[config.mk]
export PLATFORM = sky130hd
export DESIGN_NAME = dsm_mirror_bank
export DESIGN_NICKNAME = d
export VERILOG_FILES = /design/src/core/dsm_pkg.sv /design/src/core/dsm_word_ram.sv /design/src/core/dsm_mirror_bank.sv
export SDC_FILE = /design/constraint.sdc
export NUM_CORES = 1
export LEC_CHECK = 0
export BUFFER_PORTS_ARGS = -buffer_cell sky130_fd_sc_hd__buf_4
export CAP_MARGIN = 20
export CORE_MARGIN = 5
export CORE_UTILIZATION = 32
export DETAILED_ROUTE_END_ITERATION = 8
export GPL_ROUTABILITY_DRIVEN = 0
export GPL_TIMING_DRIVEN = 0
export PLACE_DENSITY = 0.57
export SYNTH_ARGS = -nofsm -noshare
export SYNTH_HDL_FRONTEND = slang
export SYNTH_SLANG_ARGS = --single-unit
export TNS_END_PERCENT = 1
[constraint.sdc]
create_clock -name hclk -period 4.9 [get_ports hclk]
set_input_delay 0.98 -clock hclk [delete_from_list [all_inputs] [get_ports hclk]]
set_output_delay 0.98 -clock hclk [all_outputs]
set_load 0.03 [all_outputs]
[src/core/dsm_pkg.sv]
// How it works
// - Selector N feeds monitoring word N only.
// - Status address selected: mirror drive status word.
// - Stopped drive mirrors as all zeros.
// - Forward accelerating mirrors as code 0x0021.
// - Forward constant speed mirrors as 0x0031.
// - Forward decelerating mirrors as code 0x0041.
// - Frequency address selected: mirror output frequency.
// - Frequency is unsigned, hundredths of a hertz.
// - Four trip entries; newest overwrites the oldest.
// - Reset fills every trip slot with 0x00FF.
// - Trips fill slots one to four, circularly.
// - Status word fields: direction, phase, health.
// - Mirrored words refresh about every 10 ms.
`default_nettype none

package dsm_pkg;

	// ****************************************************************
	// Sizes of the bank.
	// ****************************************************************
	localparam int NUM_MON = 8;   // Monitoring words and selectors.
	localparam int NUM_TRIP = 4;  // Trip log slots.
	localparam int MON_AW = 3;    // Index width for monitoring words.
	localparam int TRIP_AW = 2;   // Index width for trip slots.

	// ****************************************************************
	// Register word indexes; the byte address is four times these.
	// ****************************************************************
	localparam logic [5:0] IDX_MON_BASE = 6'h00;  // Words 1..8.
	localparam logic [5:0] IDX_TRIP_BASE = 6'h08; // Slots 1..4.
	localparam logic [5:0] IDX_SEL_BASE = 6'h10;  // Selectors 1..8.
	localparam logic [5:0] IDX_IRQ_STAT = 6'h18;  // Sticky events.
	localparam logic [5:0] IDX_IRQ_MASK = 6'h19;  // Event enables.
	localparam logic [5:0] IDX_LOG_INFO = 6'h1a;  // Log pointer, busy.

	// ****************************************************************
	// Reset values and drive parameter addresses.
	// ****************************************************************
	localparam logic [15:0] NO_TRIP = 16'h00ff;
	localparam logic [15:0] ADDR_OP_STATUS = 16'h0305;
	localparam logic [15:0] ADDR_OUT_FREQ = 16'h0311;
	localparam logic [15:0] SEL_DEFAULT = 16'h0000;

	// ****************************************************************
	// Interrupt status bit positions.
	// ****************************************************************
	localparam int IRQ_TRIP_BIT = 0;  // A trip was logged.
	localparam int IRQ_SCAN_BIT = 1;  // A refresh pass finished.
	localparam int IRQ_W = 2;
	localparam int INFO_BUSY_BIT = 4; // Refresh pass in progress.

	// ****************************************************************
	// Refresh timing.
	// ****************************************************************
	localparam int CLK_FREQ_HZ = 50_000_000;
	localparam int REFRESH_MS = 10;
	localparam int REFRESH_CYCLES = CLK_FREQ_HZ / 1000 * REFRESH_MS;

	// States of the refresh scanner.
	typedef enum logic {SCAN_IDLE, SCAN_FETCH} dsm_scan_e;

endpackage : dsm_pkg

`default_nettype wire

[src/core/dsm_word_ram.sv]
`default_nettype none

// ********************************************************************
// Small two-port word store with a registered read port.
// ********************************************************************
module dsm_word_ram
#(
	parameter int AW = 3,
	parameter int DW = 16
)
(
	// Clock and reset.
	input wire logic hclk,
	input wire logic hresetn,
	// Write port.
	input wire logic we,
	input wire logic [AW-1:0] waddr,
	input wire logic [DW-1:0] wdata,
	// Read port, data one cycle after the address.
	input wire logic [AW-1:0] raddr,
	output logic [DW-1:0] rdata
);

	// Storage array; contents are undefined until the first write.
	logic [DW-1:0] mem [0:(1<<AW)-1];
	// Next value of the read register.
	logic [DW-1:0] next_rdata;

	// The read returns the stored word, before a same-cycle write.
	always_comb
	begin
		next_rdata = mem[raddr];
	end

	// The array itself carries no reset.
	always_ff @(posedge hclk)
	begin
		if (we)
		begin
			mem[waddr] <= wdata;
		end
	end

	// Read data come out of a flip-flop.
	always_ff @(posedge hclk or negedge hresetn)
	begin
		if (!hresetn)
		begin
			rdata <= '0;
		end
		else
		begin
			rdata <= next_rdata;
		end
	end

endmodule : dsm_word_ram

`default_nettype wire

[src/core/dsm_mirror_bank.sv]
`default_nettype none

// ********************************************************************
// Drive status mirror and trip log bank, reached over AHB-Lite.
// ********************************************************************
module dsm_mirror_bank
	import dsm_pkg::*;
#(
	parameter int REFRESH_CYC = REFRESH_CYCLES
)
(
	// Clock and reset.
	input wire logic hclk,
	input wire logic hresetn,
	// AHB-Lite slave port.
	input wire logic hsel,
	input wire logic [31:0] haddr,
	input wire logic [1:0] htrans,
	input wire logic hwrite,
	input wire logic [2:0] hsize,
	input wire logic [31:0] hwdata,
	input wire logic hready,
	output logic hreadyout,
	output logic hresp,
	output logic [31:0] hrdata,
	// Fetch port towards the drive's parameter area.
	output logic par_req,
	output logic [15:0] par_addr,
	input wire logic par_ack,
	input wire logic [15:0] par_data,
	// Trip events from the drive.
	input wire logic trip_valid,
	input wire logic [7:0] trip_code,
	// Interrupt request.
	output logic irq
);

	// ****************************************************************
	// Declarations.
	// ****************************************************************

	// Bus decode state held from address phase into data phase.
	logic wr_pend, next_wr_pend;
	logic [5:0] wr_idx, next_wr_idx;
	logic rd_ram, next_rd_ram;
	logic [31:0] rd_q, next_rd_q;
	logic addr_ok;
	logic [5:0] a_idx;
	logic wr_now;

	// Software-written selectors and interrupt mask.
	logic [15:0] selector [NUM_MON];
	logic [15:0] next_selector [NUM_MON];
	logic [IRQ_W-1:0] irq_mask, next_irq_mask;
	logic [IRQ_W-1:0] irq_status, next_irq_status;

	// Trip log and its write pointer.
	logic [15:0] trip_slot [NUM_TRIP];
	logic [15:0] next_trip_slot [NUM_TRIP];
	logic [TRIP_AW-1:0] wr_ptr, next_wr_ptr;

	// Refresh scanner.
	dsm_scan_e scan_state, next_scan_state;
	logic [MON_AW-1:0] scan_idx, next_scan_idx;
	logic [31:0] tmr, next_tmr;
	logic refresh_tick;
	logic scan_done;

	// Monitoring word store interface.
	logic ram_we;
	logic [15:0] ram_q;

	// Word index of a byte address inside the bank.
	function automatic logic [5:0] word_idx(input logic [31:0] a);
		word_idx = a[7:2];
	endfunction : word_idx

	// True where a word index lies within [base, base + n).
	function automatic logic in_range(input logic [5:0] i,
		input logic [5:0] base, input int n);
		in_range = (i >= base) && ({26'h0, i} < {26'h0, base} + n);
	endfunction : in_range

	// ****************************************************************
	// AHB-Lite slave.
	// ****************************************************************

	// The slave never stalls and always answers OKAY.
	assign hreadyout = 1'b1;
	assign hresp = 1'b0;
	assign addr_ok = hsel && htrans[1] && hready;
	assign a_idx = word_idx(haddr);
	assign wr_now = wr_pend;

	// Read data: monitoring words from the store, others from rd_q.
	assign hrdata = rd_ram ? {16'h0000, ram_q} : rd_q;

	// Capture the address phase and prepare the read word.
	always_comb
	begin
		next_wr_pend = addr_ok && hwrite;
		next_wr_idx = a_idx;
		next_rd_ram = addr_ok && !hwrite && in_range(a_idx,
			IDX_MON_BASE, NUM_MON);
		next_rd_q = 32'h0000_0000;
		if (addr_ok && !hwrite)
		begin
			// Trip slots hold the code in the low byte.
			if (in_range(a_idx, IDX_TRIP_BASE, NUM_TRIP))
			begin
				next_rd_q = {16'h0000,
					trip_slot[a_idx[TRIP_AW-1:0]]};
			end
			else if (in_range(a_idx, IDX_SEL_BASE, NUM_MON))
			begin
				next_rd_q = {16'h0000, next_selector[a_idx[2:0]]};
			end
			else if (a_idx == IDX_IRQ_STAT)
			begin
				next_rd_q = {30'h0, irq_status};
			end
			else if (a_idx == IDX_IRQ_MASK)
			begin
				next_rd_q = {30'h0, next_irq_mask};
			end
			else if (a_idx == IDX_LOG_INFO)
			begin
				next_rd_q[TRIP_AW-1:0] = wr_ptr;
				next_rd_q[INFO_BUSY_BIT] = (scan_state == SCAN_FETCH);
			end
			else
			begin
				// Unmapped words read as zero.
				next_rd_q = 32'h0000_0000;
			end
		end
	end

	// Register the bus decode.
	always_ff @(posedge hclk or negedge hresetn)
	begin
		if (!hresetn)
		begin
			wr_pend <= 1'b0;
			wr_idx <= '0;
			rd_ram <= 1'b0;
			rd_q <= 32'h0000_0000;
		end
		else
		begin
			wr_pend <= next_wr_pend;
			wr_idx <= next_wr_idx;
			rd_ram <= next_rd_ram;
			rd_q <= next_rd_q;
		end
	end

	// ****************************************************************
	// Selectors, mask and interrupt status.
	// ****************************************************************

	// Data-phase writes; a read of the status clears it, events win.
	always_comb
	begin
		for (int i = 0; i < NUM_MON; i++)
		begin
			next_selector[i] = selector[i];
			// Selector i only ever steers word i.
			if (wr_now && wr_idx == IDX_SEL_BASE + 6'(i))
			begin
				next_selector[i] = hwdata[15:0];
			end
		end
		next_irq_mask = irq_mask;
		if (wr_now && wr_idx == IDX_IRQ_MASK)
		begin
			next_irq_mask = hwdata[IRQ_W-1:0];
		end
		next_irq_status = irq_status;
		if (addr_ok && !hwrite && a_idx == IDX_IRQ_STAT)
		begin
			next_irq_status = '0;
		end
		if (trip_valid)
		begin
			next_irq_status[IRQ_TRIP_BIT] = 1'b1;
		end
		if (scan_done)
		begin
			next_irq_status[IRQ_SCAN_BIT] = 1'b1;
		end
	end

	// Register the software state.
	always_ff @(posedge hclk or negedge hresetn)
	begin
		if (!hresetn)
		begin
			selector[0] <= ADDR_OP_STATUS;
			selector[1] <= ADDR_OUT_FREQ;
			for (int i = 2; i < NUM_MON; i++)
			begin
				selector[i] <= SEL_DEFAULT;
			end
			irq_mask <= '0;
			irq_status <= '0;
		end
		else
		begin
			selector <= next_selector;
			irq_mask <= next_irq_mask;
			irq_status <= next_irq_status;
		end
	end

	// Level interrupt while any unmasked event is pending.
	assign irq = |(irq_status & irq_mask);

	// ****************************************************************
	// Trip log.
	// ****************************************************************

	// Each trip goes to the slot at the pointer, which wraps.
	always_comb
	begin
		next_trip_slot = trip_slot;
		next_wr_ptr = wr_ptr;
		if (trip_valid)
		begin
			next_trip_slot[wr_ptr] = {8'h00, trip_code};
			next_wr_ptr = wr_ptr + 1'b1;
		end
	end

	// Power-on fills the log with the no-trip code.
	always_ff @(posedge hclk or negedge hresetn)
	begin
		if (!hresetn)
		begin
			for (int i = 0; i < NUM_TRIP; i++)
			begin
				trip_slot[i] <= NO_TRIP;
			end
			wr_ptr <= '0;
		end
		else
		begin
			trip_slot <= next_trip_slot;
			wr_ptr <= next_wr_ptr;
		end
	end

	// ****************************************************************
	// Refresh scanner.
	// ****************************************************************

	// Free-running period timer; a pass starts on each tick that comes while the scanner is idle.
	assign refresh_tick = (tmr == 32'(REFRESH_CYC - 1));
	assign scan_done = (scan_state == SCAN_FETCH) && par_ack &&
		(scan_idx == MON_AW'(NUM_MON - 1));

	// Walk the selectors, fetching one drive word per step.
	always_comb
	begin
		next_tmr = refresh_tick ? 32'h0000_0000 : tmr + 32'h0000_0001;
		next_scan_state = scan_state;
		next_scan_idx = scan_idx;
		case (scan_state)
			SCAN_IDLE:
			begin
				// A tick during a pass is skipped, not queued.
				if (refresh_tick)
				begin
					next_scan_state = SCAN_FETCH;
					next_scan_idx = '0;
				end
			end
			SCAN_FETCH:
			begin
				if (par_ack)
				begin
					next_scan_idx = scan_idx + 1'b1;
					if (scan_done)
					begin
						next_scan_state = SCAN_IDLE;
					end
				end
			end
			default:
			begin
				next_scan_state = SCAN_IDLE;
			end
		endcase
	end

	// Register the scanner.
	always_ff @(posedge hclk or negedge hresetn)
	begin
		if (!hresetn)
		begin
			tmr <= 32'h0000_0000;
			scan_state <= SCAN_IDLE;
			scan_idx <= '0;
		end
		else
		begin
			tmr <= next_tmr;
			scan_state <= next_scan_state;
			scan_idx <= next_scan_idx;
		end
	end

	// Address comes live from the selector, so edits apply next.
	assign par_req = (scan_state == SCAN_FETCH);
	assign par_addr = par_req ? selector[scan_idx] : 16'h0000;

	// The fetched word is stored unchanged: status words keep their
	// fields and codes, frequencies stay in hundredths of a hertz.
	assign ram_we = par_req && par_ack;

	// Stop, accelerate, cruise, decelerate codes pass through.
	// The same path carries codes of later phases too.
	dsm_word_ram #(
		.AW(MON_AW),
		.DW(16)
	) u_mon_ram (
		.hclk(hclk),
		.hresetn(hresetn),
		.we(ram_we),
		.waddr(scan_idx),
		.wdata(par_data),
		.raddr(a_idx[MON_AW-1:0]),
		.rdata(ram_q)
	);
endmodule : dsm_mirror_bank

`default_nettype wire

==> results.md <==
- RSZ-0062 raised after global routing: false
- Uppermost layer routed: met5
- Clk root buf: clkbuf_16
- GR Util All Layers: 16.80%
- Status: completed
- Syn_area_per_cell: 13.67 um2
- Pin count of the biggest net entering global routing: 115
- Synth cell types: 70
- Core Rows: 84
- FF/Latch Area: 9950 um2
- Commonest non-fill, non-tap cell in the layout: dfrtp_1
- Syn. warnings: 0
- Hold WC Path Type: primary input to asynchronous set/reset pin
- Vias per inst: 5.233
- Initial antenna violation count: 5
- Fin crit share: 99.06%
- Crit-path slowest cell: clkbuf_1
- Worst-path clk slew: 0.06 ns
- TritonRoute pass-1 iters: 5
- Final Hold Viols: 0
- CTS tree: built
- Top FF cell, synth: dfrtp_1
- MaxCap Viol Count: 0
- Vias in the first global route: 11.33k
- Area fraction of the dominant cell type after synthesis: 29.69%
- Fin util: 38.32%
- Synth Instances: 1245
- Pwr dens: 433.0 nW/um2
- CP required: 3.92 ns
- Setup bufs post-CTS: 0
- First-pass GRT wire length: 73420 um
- CP cell instances: clkbuf_1 -> clkbuf_1 -> clkbuf_1 -> clkbuf_1 -> o22ai_1 -> o21a_1 -> buf_4
- CTS sink count: 370
- Core box area: 52660 um2
- DR WL met2: 23040 um
- WP data arrival: 3.87 ns
- Fmax achieved: 206.0 MHz
- Slew HR: 29.56%
- DP HPWL: 33890 um
- Commonest cells after routing, fill and taps aside: dfrtp_1 (202), mux2_2 (177), edfxtp_1 (128), nand2_1 (119), buf_4 (101)
- Post-route ant nets: 0
- Final setup viols: 0
- Number of enable flip-flop cells after synthesis: 128
- Most frequent CP cell: clkbuf_1
- Asr flop ratio synth: 65.41%
- Worst skew pair latency: 0.59 ns
- DRC Markers: 0
- Routed met3 length: 3656 um
- Post-Route WL: 49120 um
- Initial DRC Count: 888
- Mapped cell area: 17020 um2
- Die Y: 240.7 um
- Kind of critical path: flip-flop to primary output
- Yosys top cell by area: dfrtp_1
- #FFs+latches synth: 370
- Seq/Total Area, Yosys: 58.44%
- Critical Path Max Stage Delay: 0.68 ns
- H-Tree Depth: 2
- Worst Max-Slew Pin Slew: 1.057 ns
- Share of cells above drive strength 1: 34.76%
- Final Slew Violations: 0
- CTS max path bufs: 3
- Routed wire length per instance: 23.18 um
- Via Count: 11.09k
- Post-place setup slack: 0.7276 ns
- CP Capture Type: primary output
- Fin Clk Skew: 0.03888 ns
- # nets final: 1508
- Area of the multi-input gates: 6690 um2
- Largest cells by area after synthesis: dfrtp_1 (30%), edfxtp_1 (23%), mux2_2 (12%), mux4_2 (7.5%), dfstp_2 (6.2%)
- Final worst slack: 0.04602 ns
- Fillers: 4996
- Grt ovf: 0
- Cts bufs inserted: 40
- Worst-path fanout max: 10
- Metal-1 WL: 21250 um
- Io pins: 152
- Max IR drop VDD: 228.3 uV
- Period minus WS final: 4.854 ns
- I/O Buffers: 83
- Area Overhead vs Synth: 18.51%
- Die width: 240.7 um
- CP startpoint kind: flip-flop
- Initial Utilization: 32.33%
- Die area: 57910 um2
- Leakage: 8.048 nW
==> layout make-up <==
class / count / share of cell area [%]
tap: 688 / 4.267
buffer: 92 / 2.226
antenna: 1 / 0.01240
sequential: 370 / 49.31
inverter: 7 / 0.1302
timing repair buffer: 98 / 4.316
clock buffer: 62 / 5.848
multi-input combinational: 792 / 33.16
clock inverter: 9 / 0.7256
==> where the power goes <==
group          switching [mW]  internal (mW)  leakage, nW
clock network            1.28           1.78        0.638
registers               0.141           3.60         4.12
logic                    1.13          0.799         3.29
total                    2.56           6.18         8.05
==> kinds of logic (layout without fill, tap and decap cells) <==
kind of cell	after synthesis	in the layout	synth area share [%]
adders and majority gates	7	7	0.5145
muxes	269	269	21.34
other	2	19	0.04411
AOI/OAI and AO/OA	149	149	6.041
xor gates and xnor gates	33	33	1.698
buffers and inverters	99	268	2.786
and+or+nand+nor	316	316	9.136
DFF	370	370	58.44
==> worst paths after layout <==
| kind | depth (start not counted) | start | endpoint | slack [ns] |
|---|---|---|---|---|
| max | 7 | scan_idx[2]$_DFFE_PN0P_ | par_addr[10] | 0.05 |
| min | 1 | hresetn | tmr[13]$_DFF_PN0_ | 0.24 |
| max reg2reg | 7 | scan_idx[2]$_DFFE_PN0P_ | u_mon_ram.mem[5][13]$_DFFE_PP_ | 0.90 |
| min reg2reg | 1 | tmr[31]$_DFF_PN0_ | tmr[31]$_DFF_PN0_ | 0.47 |
| max in group asynchronous | 3 | hresetn | trip_slot[48]$_DFFE_PN1P_ | 3.31 |
| min in group hclk | 1 | tmr[31]$_DFF_PN0_ | tmr[31]$_DFF_PN0_ | 0.47 |
==> state kept, by name, indices dropped and copies added, names as in the netlist <==
signal and count:
irq_mask 2, irq_status 2, par_req 1, rd_q 16
rd_ram 1, scan_idx 3, selector 128, tmr 32
trip_slot 32, u_mon_ram.mem 128, u_mon_ram.rdata 16, wr_idx 6
wr_now 1, wr_ptr 2
==> cells in the mapped netlist, types with 3 or more instances <==
| library cell | n |
|---|---|
| a21o_1 | 5 |
| a21oi_1 | 9 |
| a22oi_1 | 9 |
| a31oi_1 | 9 |
| and2_1 | 3 |
| and3_1 | 6 |
| and4_1 | 5 |
| buf_1 | 12 |
| buf_2 | 18 |
| buf_4 | 19 |
| clkbuf_1 | 41 |
| dfrtp_1 | 202 |
| dfstp_2 | 40 |
| edfxtp_1 | 128 |
| ha_1 | 7 |
| inv_1 | 6 |
| mux2_2 | 177 |
| mux2i_1 | 34 |
| mux4_2 | 57 |
| nand2_1 | 119 |
| nand2b_1 | 11 |
| nand3_1 | 23 |
| nand3b_1 | 4 |
| nand4_1 | 10 |
| nor2_1 | 69 |
| nor2b_1 | 15 |
| nor3_1 | 13 |
| nor4_1 | 7 |
| o211ai_1 | 7 |
| o21a_1 | 13 |
| o21ai_0 | 25 |
| o221a_2 | 4 |
| o221ai_1 | 6 |
| o22a_1 | 4 |
| o22ai_1 | 35 |
| o311ai_0 | 6 |
| o31ai_1 | 5 |
| or2_2 | 5 |
| or3_1 | 8 |
| xnor2_1 | 17 |
| xor2_1 | 16 |
==> routing by layer <==
metal | track usage (%) | up-vias
li1 | - | 4934
met1 | 22.65 | 5695
met2 | 26.88 | 367
met3 | 4.708 | 86
met4 | 4.574 | 6
met5 | 0 | -
==> through the flow <==
stage / area [um2] / cells / setup TNS (ns) / power, mW / hold slack (ns)
after global routing: 20170 / 2118 / 0 / 9.098 / 0.2363
after detailed placement: 18850 / 2047 / 0 / 5.742 / 0.4625
after global placement: 18570 / 2032 / -10.87 / 5.644 / 0.4600
after CTS: 20170 / 2118 / 0 / 8.820 / 0.2230
final: 20180 / 2119 / 0 / 8.735 / 0.2431
after floorplan: 17080 / 1261 / 0 / 4.980 / 0.4429
==> what timing repair did <==
item	in CTS	in global routing
setup endpoints to repair	0	4
resized for setup	0	2
hold buffers	0	0
endpoints found under the hold margin	0	0
==> worst max-delay path: cells and delay by family, from the launching register on <==
| kind | cells | cell delay, ns |
|---|---|---|
| DFF | 1 | 0.36 |
| AOI/OAI and AO/OA | 2 | 0.44 |
| buffers and inverters | 5 | 2.48 |
(Power assumes the default switching activity.)
